--- config.mk ---
export PLATFORM = sky130hd
export DESIGN_NAME = scsi_inquiry_verify_target
export DESIGN_NICKNAME = d
export VERILOG_FILES = /design/src/rtl/inq_verify_pkg.sv /design/src/rtl/inquiry_rom.sv /design/src/rtl/scsi_inquiry_verify_target.sv
export SDC_FILE = /design/constraint.sdc
export NUM_CORES = 1
export LEC_CHECK = 0
export BUFFER_PORTS_ARGS = -buffer_cell sky130_fd_sc_hd__buf_2
export CORE_MARGIN = 2
export CORE_UTILIZATION = 50
export CTS_BUF_LIST = sky130_fd_sc_hd__clkbuf_8
export DETAILED_ROUTE_END_ITERATION = 10
export GPL_ROUTABILITY_DRIVEN = 0
export HOLD_SLACK_MARGIN = 0.06
export PLACE_DENSITY = 0.82
export SLEW_MARGIN = 5
export SYNTH_ARGS = -nofsm -noshare
export SYNTH_HDL_FRONTEND = slang
export SYNTH_SLANG_ARGS = --single-unit
--- constraint.sdc ---
create_clock -name mclk -period 5.4 [get_ports mclk]
set_clock_uncertainty 0.1 [all_clocks]
set_input_delay 0.54 -clock mclk [delete_from_list [all_inputs] [get_ports mclk]]
set_output_delay 0.54 -clock mclk [all_outputs]
set_load 0.02 [all_outputs]
--- src/rtl/inq_verify_pkg.sv ---
// Package: constants and types for the inquiry and verify command block
package inq_verify_pkg;
   localparam logic [7:0] OP_INQUIRY = 8'h12;
   localparam logic [7:0] OP_VERIFY = 8'h13;
   localparam logic [7:0] STATUS_GOOD = 8'h00;
   localparam logic [7:0] STATUS_CHECK = 8'h02;
   localparam logic [3:0] SENSE_NONE = 4'h0;
   localparam logic [3:0] SENSE_MEDIA = 4'h3;
   localparam logic [3:0] SENSE_HARDWARE = 4'h4;
   localparam logic [3:0] SENSE_ILLEGAL = 4'h5;
   localparam logic [7:0] SENSE_FLAGS_EOT = 8'h40;
   localparam logic [7:0] SENSE_FLAGS_FILEMARK = 8'h80;
   localparam logic [7:0] SENSE_FLAGS_NONE = 8'h00;
   localparam logic [5:0] INQ_MAX_LEN = 6'd36;
   localparam logic [7:0] ADDITIONAL_LENGTH = 8'h1F;
   localparam logic [5:0] ADDITIONAL_FIRST_OFFSET = 6'h05;
   localparam logic [2:0] EUROPEAN_STANDARD_CLAIM = 3'h0;
   localparam logic [2:0] BUS_STANDARD_REVISION = 3'h1;
   localparam int EUROPEAN_CLAIM_LSB = 3;
   localparam int BUS_REVISION_LSB = 0;
   localparam int BYTE_COMPARE_BIT = 1;
   localparam int FIXED_BLOCK_BIT = 0;
   localparam logic [7:0] DEVICE_TYPE_SEQUENTIAL = 8'h01;
   localparam logic [7:0] REMOVABLE_BYTE = 8'h80;
   localparam logic [5:0] VENDOR_FIRST = 6'd8;
   localparam logic [5:0] PRODUCT_FIRST = 6'd16;
   localparam logic [5:0] REVISION_FIRST = 6'd32;
   localparam logic [5:0] INQ_LAST = 6'd35;
   localparam logic [7:0] ASCII_SPACE = 8'h20;
   localparam logic [7:0] ASCII_DASH = 8'h2D;
   localparam logic [23:0] COUNT_RESET = 24'h000000;

   typedef struct packed {
      logic [7:0] opcode;
      logic [7:0] byte1;
      logic [7:0] byte2;
      logic [7:0] byte3;
      logic [7:0] byte4;
      logic [7:0] byte5;
   } cdb_type;

   typedef struct packed {
      logic crcGood;
      logic crcBad;
      logic filemark;
      logic endOfTape;
   } block_result_type;

   typedef struct packed {
      logic [7:0] status;
      logic [3:0] senseKey;
      logic [7:0] senseFlags;
   } completion_type;
endpackage

--- src/rtl/inquiry_rom.sv ---
// Inquiry response byte table
`timescale 1ns/1ps
module inquiry_rom #(
   parameter logic [63:0] VENDOR_TEXT = 64'h5441_5045_4455_5620,
   parameter logic [127:0] PRODUCT_TEXT = 128'h5441_5045_2D44_5249_5645_2031_3233_3435,
   parameter logic [23:0] REVISION_DIGITS = 24'h303031
) (
   input wire logic [5:0] index,
   output logic [7:0] dataByte
);
   logic [4:0] vendOff;
   logic [4:0] prodOff;
   logic [4:0] revOff;

   always_comb begin
      vendOff = 5'(index - inq_verify_pkg::VENDOR_FIRST);
      prodOff = 5'(index - inq_verify_pkg::PRODUCT_FIRST);
      revOff = 5'(index - inq_verify_pkg::REVISION_FIRST);
      dataByte = 8'h00;
      if (index == 6'd0) begin
         dataByte = inq_verify_pkg::DEVICE_TYPE_SEQUENTIAL;
      end else if (index == 6'd1) begin
         dataByte = inq_verify_pkg::REMOVABLE_BYTE;
      end else if (index == 6'd2) begin
         dataByte = {2'b00, inq_verify_pkg::EUROPEAN_STANDARD_CLAIM,
                     inq_verify_pkg::BUS_STANDARD_REVISION}; // RULE1 RULE2
      end else if (index == 6'd4) begin
         dataByte = inq_verify_pkg::ADDITIONAL_LENGTH; // RULE3 RULE4
      end else if (index >= inq_verify_pkg::VENDOR_FIRST &&
                   index < inq_verify_pkg::PRODUCT_FIRST) begin
         dataByte = VENDOR_TEXT[8'(63 - 8 * vendOff) -: 8]; // RULE5
      end else if (index >= inq_verify_pkg::PRODUCT_FIRST &&
                   index < inq_verify_pkg::REVISION_FIRST) begin
         dataByte = PRODUCT_TEXT[8'(127 - 8 * prodOff) -: 8]; // RULE6
      end else if (index == inq_verify_pkg::REVISION_FIRST) begin
         dataByte = inq_verify_pkg::ASCII_DASH; // RULE7
      end else if (index > inq_verify_pkg::REVISION_FIRST &&
                   index <= inq_verify_pkg::INQ_LAST) begin
         dataByte = REVISION_DIGITS[8'(23 - 8 * (revOff - 5'd1)) -: 8]; // RULE7
      end
   end
endmodule // inquiry_rom

--- src/rtl/scsi_inquiry_verify_target.sv ---
// Target-side inquiry and verify command engine
// Notes on behaviour
// RULE1 - Byte 2 bits 3..5 carry zero: no European standard claim.
// RULE2 - Byte 2 bits 0..2 carry one: the 1986 bus standard version.
// RULE3 - Byte 4 reports 31 further bytes, starting at offset 05h.
// RULE4 - Extra-byte count stays 31 whatever the allocation length.
// RULE5 - Bytes 8..15 hold an eight-character ASCII maker name, space padded.
// RULE6 - Bytes 16..31 hold a sixteen-character ASCII product string.
// RULE7 - Bytes 32..35 hold a dash and three firmware revision digits.
// RULE8 - Good inquiry returns status 00h, no tape motion, modes kept.
// RULE9 - Parity error gives status 02h and sense key 04h.
// RULE10 - Invalid command bit gives check status with sense key 05h.
// RULE11 - Opcode 13h checks block CRCs, no bus data, no tape writes.
// RULE12 - Verify stops at count, filemark, end of tape or bad CRC.
// RULE13 - Tape is left just past last verified block or filemark; on end of tape or bad CRC the code leaves it past that failing block.
// RULE14 - Zero block count checks nothing, no motion, good status.
// RULE15 - Byte 1 bit 1 must be clear for CRC checking.
// RULE16 - Byte 1 bit 0 must be set for fixed-size blocks.
// RULE17 - Bytes 2..4 hold the 24-bit block count, most significant first.
// RULE18 - Send allocation length bytes, at most 36; zero sends none.
// RULE19 - Bad verify byte 1 bits give illegal request, no tape motion.
`timescale 1ns/1ps
module scsi_inquiry_verify_target #(
   parameter logic [63:0] VENDOR_TEXT = 64'h5441_5045_4455_5620,
   parameter logic [127:0] PRODUCT_TEXT = 128'h5441_5045_2D44_5249_5645_2031_3233_3435,
   parameter logic [23:0] REVISION_DIGITS = 24'h303031
) (
   input wire logic mclk,
   input wire logic rst,
   input wire logic cmdValid,
   output logic cmdReady,
   input wire inq_verify_pkg::cdb_type cmdBlock,
   input wire logic cmdParityError,
   input wire logic driveParityError,
   output logic dataValid,
   input wire logic dataReady,
   output logic [7:0] dataByte,
   output logic dataLast,
   output logic blockReadReq,
   input wire logic blockResultValid,
   input wire inq_verify_pkg::block_result_type blockResult,
   output logic doneValid,
   output inq_verify_pkg::completion_type doneInfo,
   output logic [23:0] blocksVerified,
   output logic busy
);
   typedef enum logic [2:0] {
      IDLE,
      SEND,
      VREQ,
      VWAIT,
      DONE
   } state_type;

   state_type state_ff;
   logic [5:0] index_ff;
   logic [5:0] sendLen_ff;
   logic [23:0] remain_ff;
   logic [23:0] verified_ff;
   inq_verify_pkg::completion_type result_ff;
   logic [7:0] dataByte_ff;
   logic [5:0] nxt_index;
   logic [7:0] romByte;
   logic [5:0] allocLen;
   logic cdbBadVerify;
   logic cdbZeroCount;
   logic [23:0] cdbCount;
   logic sendStep;
   logic anyParity;

   inquiry_rom #(
      .VENDOR_TEXT(VENDOR_TEXT),
      .PRODUCT_TEXT(PRODUCT_TEXT),
      .REVISION_DIGITS(REVISION_DIGITS)
   ) u_rom (
      .index(nxt_index),
      .dataByte(romByte)
   );

   // Command decode
   always_comb begin
      cdbCount = {cmdBlock.byte2, cmdBlock.byte3, cmdBlock.byte4}; // RULE17
      cdbBadVerify = cmdBlock.byte1[inq_verify_pkg::BYTE_COMPARE_BIT] ||
                     !cmdBlock.byte1[inq_verify_pkg::FIXED_BLOCK_BIT]; // RULE15 RULE16 RULE19
      cdbZeroCount = (cdbCount == inq_verify_pkg::COUNT_RESET); // RULE14
      if (cmdBlock.byte4 > 8'(inq_verify_pkg::INQ_MAX_LEN)) begin
         allocLen = inq_verify_pkg::INQ_MAX_LEN; // RULE18
      end else begin
         allocLen = cmdBlock.byte4[5:0];
      end
      anyParity = cmdParityError || driveParityError;
   end

   assign cmdReady = (state_ff == IDLE);
   assign busy = (state_ff != IDLE);
   assign sendStep = (state_ff == SEND) && dataReady;
   assign dataValid = (state_ff == SEND);
   assign dataByte = dataByte_ff;
   assign dataLast = (state_ff == SEND) && (index_ff == 6'(sendLen_ff - 6'd1));
   assign blockReadReq = (state_ff == VREQ); // RULE11
   assign doneValid = (state_ff == DONE);
   assign doneInfo = result_ff;
   assign blocksVerified = verified_ff;

   always_comb begin
      nxt_index = index_ff;
      if (state_ff == IDLE) begin
         nxt_index = 6'd0;
      end else if (sendStep) begin
         nxt_index = 6'(index_ff + 6'd1);
      end
   end

   // Main sequence
   always_ff @(posedge mclk) begin
      if (rst) begin
         state_ff <= IDLE;
      end else begin
         unique case (state_ff)
            IDLE: begin
               if (cmdValid) begin
                  if (anyParity) begin
                     state_ff <= DONE; // RULE9
                  end else if (cmdBlock.opcode == inq_verify_pkg::OP_INQUIRY) begin
                     state_ff <= (allocLen == 6'd0) ? DONE : SEND; // RULE18
                  end else if (cmdBlock.opcode == inq_verify_pkg::OP_VERIFY) begin
                     state_ff <= (cdbBadVerify || cdbZeroCount) ? DONE : VREQ; // RULE14 RULE19
                  end else begin
                     state_ff <= DONE; // RULE10
                  end
               end
            end
            SEND: begin
               if (driveParityError) begin
                  state_ff <= DONE; // RULE9
               end else if (sendStep && index_ff == 6'(sendLen_ff - 6'd1)) begin
                  state_ff <= DONE;
               end
            end
            VREQ: begin
               state_ff <= VWAIT;
            end
            VWAIT: begin
               if (driveParityError) begin
                  state_ff <= DONE; // RULE9
               end else if (blockResultValid) begin
                  if (blockResult.crcGood && !blockResult.filemark &&
                      !blockResult.endOfTape && remain_ff != 24'd1) begin
                     state_ff <= VREQ;
                  end else begin
                     state_ff <= DONE; // RULE12
                  end
               end
            end
            DONE: begin
               state_ff <= IDLE;
            end
         endcase
      end
   end

   // Inquiry byte pointer and output byte
   always_ff @(posedge mclk) begin
      if (rst) begin
         index_ff <= 6'd0;
         sendLen_ff <= 6'd0;
         dataByte_ff <= 8'h00;
      end else begin
         index_ff <= nxt_index;
         if (state_ff == IDLE) begin
            sendLen_ff <= allocLen; // RULE18
         end
         dataByte_ff <= romByte;
      end
   end

   // Verify counters
   always_ff @(posedge mclk) begin
      if (rst) begin
         remain_ff <= inq_verify_pkg::COUNT_RESET;
         verified_ff <= inq_verify_pkg::COUNT_RESET;
      end else if (state_ff == IDLE && cmdValid) begin
         remain_ff <= cdbCount; // RULE17
         verified_ff <= inq_verify_pkg::COUNT_RESET;
      end else if (state_ff == VWAIT && blockResultValid && blockResult.crcGood &&
                   !blockResult.filemark && !blockResult.endOfTape) begin
         remain_ff <= 24'(remain_ff - 24'd1); // RULE12
         verified_ff <= 24'(verified_ff + 24'd1); // RULE13
      end
   end

   // Completion status
   always_ff @(posedge mclk) begin
      if (rst) begin
         result_ff <= '{inq_verify_pkg::STATUS_GOOD, inq_verify_pkg::SENSE_NONE,
                        inq_verify_pkg::SENSE_FLAGS_NONE};
      end else if (state_ff == IDLE && cmdValid) begin
         if (anyParity) begin
            result_ff <= '{inq_verify_pkg::STATUS_CHECK, inq_verify_pkg::SENSE_HARDWARE,
                           inq_verify_pkg::SENSE_FLAGS_NONE}; // RULE9
         end else if (cmdBlock.opcode == inq_verify_pkg::OP_INQUIRY ||
                      (cmdBlock.opcode == inq_verify_pkg::OP_VERIFY && !cdbBadVerify)) begin
            result_ff <= '{inq_verify_pkg::STATUS_GOOD, inq_verify_pkg::SENSE_NONE,
                           inq_verify_pkg::SENSE_FLAGS_NONE}; // RULE8 RULE14
         end else begin
            result_ff <= '{inq_verify_pkg::STATUS_CHECK, inq_verify_pkg::SENSE_ILLEGAL,
                           inq_verify_pkg::SENSE_FLAGS_NONE}; // RULE10 RULE19
         end
      end else if ((state_ff == SEND || state_ff == VWAIT) && driveParityError) begin
         result_ff <= '{inq_verify_pkg::STATUS_CHECK, inq_verify_pkg::SENSE_HARDWARE,
                        inq_verify_pkg::SENSE_FLAGS_NONE}; // RULE9
      end else if (state_ff == VWAIT && blockResultValid) begin
         if (blockResult.filemark) begin
            result_ff <= '{inq_verify_pkg::STATUS_CHECK, inq_verify_pkg::SENSE_NONE,
                           inq_verify_pkg::SENSE_FLAGS_FILEMARK}; // RULE12 RULE13
         end else if (blockResult.endOfTape) begin
            result_ff <= '{inq_verify_pkg::STATUS_CHECK, inq_verify_pkg::SENSE_NONE,
                           inq_verify_pkg::SENSE_FLAGS_EOT}; // RULE12
         end else if (blockResult.crcBad || !blockResult.crcGood) begin
            result_ff <= '{inq_verify_pkg::STATUS_CHECK, inq_verify_pkg::SENSE_MEDIA,
                           inq_verify_pkg::SENSE_FLAGS_NONE}; // RULE12
         end
      end
   end
endmodule // scsi_inquiry_verify_target

==> impl_metrics.csv, run 1 <==
group,metric,value,unit
routing,drt_iter0_drc,365,
synthesis,ys_types,69,
power,ir_drop,0.142,mV
finish,layout_commonest_cell,"buf_2",
synthesis,ys_warn_count,0,
power,power,1.39,mW
clock_network,h-tree-depth,3,
global_route,grt_max_degree,46,
synthesis,async_flop_share,0,%
die,die_h,102,um
synthesis,synth-seq-area-share,32.4,%
die,start_util,51.5,%
synthesis,synth_ff_type,"dfxtp_1",
setup_path,crit_path_cell_trace,"nand4bb_1 -> o21ai_0 -> a21o_1 -> inv_2 -> ha_1 -> nor2b_1 -> o21ai_0 -> nor3_1 -> nor3_1 -> a211oi_1",
routing,drc,0,
setup_path,cp_max_fo,15,
finish,synthToLayoutAreaGrowth,12.6,%
timing,tns,0,ps
clock_network,cts_sinks,77,
clock_network,cts_setup_buffers,0,
finish,antennaDiodeCount,0,
setup_path,cp.buffers_inverters,1,
finish,finish.utilization,58.0,%
finish,nFillCells,855,
setup_path,worst_path_max_delay_cell,"dfxtp_1",
clock_network,cts_tree,"done",
finish,finalNetCount,750,
timing,setup_viol,0,
routing,via_per_inst,6.17,
finish,drive_gt1_share,17.9,%
synthesis,postSynthAreaPerCell,7.81,sq um
setup_path,worstPathArrival,3720,ps
clock_network,path_clk_slew,90,ps
die,die_area,10300,sq um
place,dp_hpwl,9.32,mm
setup_path,cp-start-kind,"flip-flop",
power,power_frac_seq,46.3,%
global_route,grt_first_pass_wirelength,21.1,mm
hold_path,hold_path.class,"input port to flip-flop",
routing,drt_wl_total,12.9,mm
finish,fin_area,5360,sq um
synthesis,syn-cell-area,4760,sq um
setup_path,cp_data_required_time,5580,ps
timing,slew_headroom,24.9,%
timing,fin_crit_sh,65.4,%
timing,tightest_slew,1130,ps
clock_network,numCtsBuffers,9,
timing,hold_viol_final,0,
routing,avgRoutedWirePerCell,15.9,um
clock_network,ctsHoldBuffers,0,
power,pwr-share-comb,22.5,%
setup_path,crit_type,"flip-flop to flip-flop",
die,die_w,102,um
synthesis,ys_seq_elements,77,
die,coreArea,9240,sq um
synthesis,synthCells,609,
power,p_sw_share,36.0,%
die,num_io_pins,117,
routing,final_antenna_net_count,0,
power,p_int,0.887,mW
hold_path,whs_path_depth,3,
clock_network,root_buffer,"clkbuf_8",
routing,vias,4999,
power,clkPwrFrac,31.2,%
place,place_area,5170,sq um
clock_network,clock_path_buffers,2,
global_route,grt-ovfl-total,0,
setup_path,worst_setup_path_end_kind,"flip-flop",
setup_path,crit_family,"compound AO/OA/AOI/OAI gates",
timing,post-route-min-period,3530,ps
place,portBuffers,88,
global_route,first_global_vias,4494,
global_route,grt.total_usage,25.1,%
timing,max_freq,283,MHz
setup_path,cp.depth,10,
status,status,"complete, no violations",
clock_network,clock_latency,370,ps
finish,final_cell_mix,"buf_2, dfxtp_1, nor2_1, nand2_1, a21oi_1",
timing,rsz0062_at_grt,"false",
power,p_leak,2.11,nW
power,power_per_cell_area,259,nW/um^2
run,max_cap_violations,0,
power,p_sw,0.500,mW
setup_path,reg2reg_depth,10,
clock_network,cts_resized,0,
die,num_rows,35,
synthesis,synth_edf_count,0,
setup_path,critPathMaxStageDelay,600,ps
global_route,grt_antenna_before_repair,0,
routing,first_pass_iters,6,
timing,slew_violations,0,
-- layer usage --
layer / track usage (%) / routed length [um] / share of wire [%]
met4: 11.3 / 352 / 2.7
met3: 4.21 / 985 / 7.6
met1: 31.8 / 5280 / 41
met2: 41.7 / 6260 / 49
met5: 0 / 0 / 0
-- sequential cells by signal, summed over array words and instances (netlist names) --
name,count
blocksVerified,24
dataByte,8
doneInfo,6
index_ff,6
remain_ff,24
sendLen_ff,6
state_ff,3
-- per-stage QoR --
step	instances	hold slack, ps	setup WS (ps)
CTS	810	330	1940
floorplan	622	357	2560
detailed placement	794	361	1900
global route	810	346	1500
finish	810	335	1870
global placement	794	350	2000
-- final cells by class --
cell class	count	area [sq um]	area share (%)
sequential	77	1540	28.8
inverter	23	86.3	1.61
timing repair buffer	89	448	8.36
clock inverter	7	63.8	1.19
multi-input combinational	476	2930	54.7
clock buffer	9	124	2.31
tap	129	161	3.01
-- power groups by stage --
stage               sequential, mW  clock, mW  combinational (mW)
global route                 0.649      0.457               0.343
finish                       0.642      0.432               0.312
detailed placement           0.654          0               0.306
global placement             0.651          0               0.297
CTS                          0.641      0.437               0.308
floorplan                    0.644          0               0.240
-- cell usage after synthesis, types with 16 or more instances --
master,count,share of area [%]
a21oi_1,36,3.8
nand4_1,16,2.1
nor3_1,22,2.3
nor2_1,67,5.3
dfxtp_1,77,32
inv_1,21,1.7
a31oi_1,18,2.4
o21ai_0,30,3.2
clkbuf_1,20,1.6
nand3_1,28,2.9
nand2_1,48,3.8
o211ai_1,16,2.5
-- worst paths after layout --
path | from | to | slack [ps]
hold / removal | cmdBlock[13] | remain_ff[5] | 330
setup reg to reg | state_ff[0] | dataByte[5] | 1870
setup / recovery | state_ff[0] | dataByte[5] | 1870
hold reg to reg | doneInfo[10] | doneInfo[10] | 370
-- cell families (layout without fill, tap and decap cells) --
group,after synthesis,in the layout,share of synthesized area (%)
and+or+nand+nor,259,259,28.4
DFF,77,77,32.4
other,1,14,0.0788
AOI/OAI and AO/OA,152,152,21.4
muxes,6,6,1.29
xor gates and xnor gates,30,30,5.52
adders and majority gates,15,15,3.95
buffers and inverters,69,128,7.02
-- tightest hold or removal path, stage by stage --
cell and delay [ps]:
buf_2 100, a21oi_1 60, nor2_1 70
Power figures use the tool's default switching activity.
==> run 2: changes to the inputs <==
PLACE_DENSITY = 0.85   (was 0.82)
clock period = 2.96 ns   (was 5.4 ns; I/O delays follow)
==> impl_metrics.csv, run 2 (same netlist as run 1, synthesis figures left out) <==
group,metric,value,unit
status,status,"complete, no violations",
die,start_util,51.5,%
die,num_io_pins,117,
global_route,grt_max_degree,45,
timing,hold_viol_final,0,
clock_network,cts_sinks,77,
finish,synthToLayoutAreaGrowth,17.0,%
setup_path,crit_type,"flip-flop to flip-flop",
routing,drc,0,
timing,setup_viol,0,
global_route,first_global_vias,4663,
global_route,grt_first_pass_wirelength,21.4,mm
routing,drt_wl_total,13.4,mm
timing,rsz0062_at_grt,"false",
routing,first_pass_iters,5,
hold_path,holdPathEnd,"sendLen_ff[2]",
power,ir_drop,0.269,mV
clock_network,path_clk_slew,100,ps
finish,final_cell_mix,"buf_2, dfxtp_1, nor2_1, nand2_1, a21oi_1",
routing,avgRoutedWirePerCell,16.2,um
clock_network,clock_latency,360,ps
clock_network,numCtsBuffers,9,
setup_path,worstPathArrival,2990,ps
place,portBuffers,88,
clock_network,h-tree-depth,3,
timing,tightest_slew,834,ps
setup_path,reg2reg_depth,10,
timing,slew_violations,0,
finish,multi_input_area,2960,sq um
setup_path,cp-start-kind,"flip-flop",
global_route,grt-ovfl-total,0,
finish,drive_gt1_share,20.7,%
die,die_h,102,um
setup_path,worst_path_max_delay_cell,"o221a_2",
timing,worst_slack,157,ps
timing,fin_crit_sh,94.7,%
die,num_rows,35,
die,die_w,102,um
timing,tns,0,ps
hold_path,hold_path.class,"input port to flip-flop",
place,dp_worst_setup_slack,147,ps
die,die_area,10300,sq um
run,max_cap_violations,0,
routing,via_per_inst,6.07,
routing,vias,5031,
setup_path,critPathMaxStageDelay,390,ps
setup_path,crit_family,"compound AO/OA/AOI/OAI gates",
finish,nFillCells,812,
clock_network,clock_path_buffers,2,
hold_path,hp-start,"cmdBlock[10]",
global_route,grt_antenna_before_repair,0,
timing,post-route-min-period,2800,ps
global_route,grt.total_usage,25.6,%
setup_path,rrSetupSlack,160,ps
setup_path,cp_data_required_time,3150,ps
finish,finalNetCount,769,
finish,antennaDiodeCount,0,
timing,slew_headroom,44.3,%
setup_path,cp_max_fo,10,
clock_network,cts_tree,"done",
die,coreArea,9240,sq um
hold_path,whs_path_depth,3,
power,p_leak,2.22,nW
clock_network,ctsHoldBuffers,0,
setup_path,worst_setup_path_end_kind,"flip-flop",
clock_network,root_buffer,"clkbuf_8",
setup_path,r2r_start,"state_ff[1]",
finish,seqCellArea,1540,sq um
timing,max_freq,357,MHz
power,power_per_cell_area,487,nW/um^2
routing,final_antenna_net_count,0,
setup_path,cp.buffers_inverters,0,
setup_path,crit_path_cell_trace,"nand4bb_1 -> o221a_2 -> ha_1 -> ha_4 -> xor2_1 -> nor2_1 -> o31ai_1 -> a221oi_1 -> nand2_1 -> a211oi_2",
finish,layout_commonest_cell,"buf_2",
place,dp_hpwl,9.65,mm
setup_path,r2r_end,"dataByte[5]",
routing,drt_iter0_drc,351,
-- run 2: layout make-up --
cell class | count | share of cell area, %
tap | 129 | 2.90
inverter | 23 | 1.60
clock buffer | 9 | 2.22
clock inverter | 7 | 1.89
multi-input combinational | 476 | 53.1
sequential | 77 | 27.7
timing repair buffer | 108 | 10.6
-- run 2: tightest hold or removal path, cell delays in order --
cell      delay, ps
buf_2           120
inv_1            50
a211oi_1         50
-- run 2: through the flow --
stage / std cells / util, % / hold WS, ps / cell area (sq um) / total power, mW
CTS: 828 / 59.9 / 90.4 / 5530 / 2.71
global route: 829 / 60.3 / 115 / 5570 / 2.82
finish: 829 / 60.3 / 103 / 5570 / 2.71
detailed placement: 812 / 57.4 / 356 / 5300 / 1.78
global placement: 812 / 57.4 / 349 / 5300 / 1.76
floorplan: 622 / - / 330 / 4810 / 1.61
-- run 2: where the power goes --
group / switching (mW) / internal [mW]
sequential: 0.0580 / 1.10
combinational: 0.402 / 0.218
clock: 0.449 / 0.488
-- run 2: routing by layer --
layer,track usage [%],wire (um),up-vias
li1,-,-,2388
met1,31.6,5440,2344
met2,43.1,6460,247
met3,5.52,1070,52
met4,10.8,427,0
met5,0,0,-
-- run 2: repair_timing --
| item | 4_1_cts | 5_1_grt |
|---|---|---|
| gates resized for setup | 0 | 6 |
| endpoints found under the setup margin | 0 | 3 |
| buffers inserted | 0 | 1 |
-- run 2: worst max path at each step --
stage	start	endpoint	slack (ps)	depth (start not counted)
final	state_ff[1]	dataByte[5]	160	10
after global routing	index_ff[0]	dataByte[5]	10	12
after CTS	index_ff[0]	dataByte[5]	100	12
after detailed placement	index_ff[1]	dataByte[5]	150	12
after global placement	dataReady	dataByte[5]	320	12
after floorplan	state_ff[1]	dataByte[5]	150	13
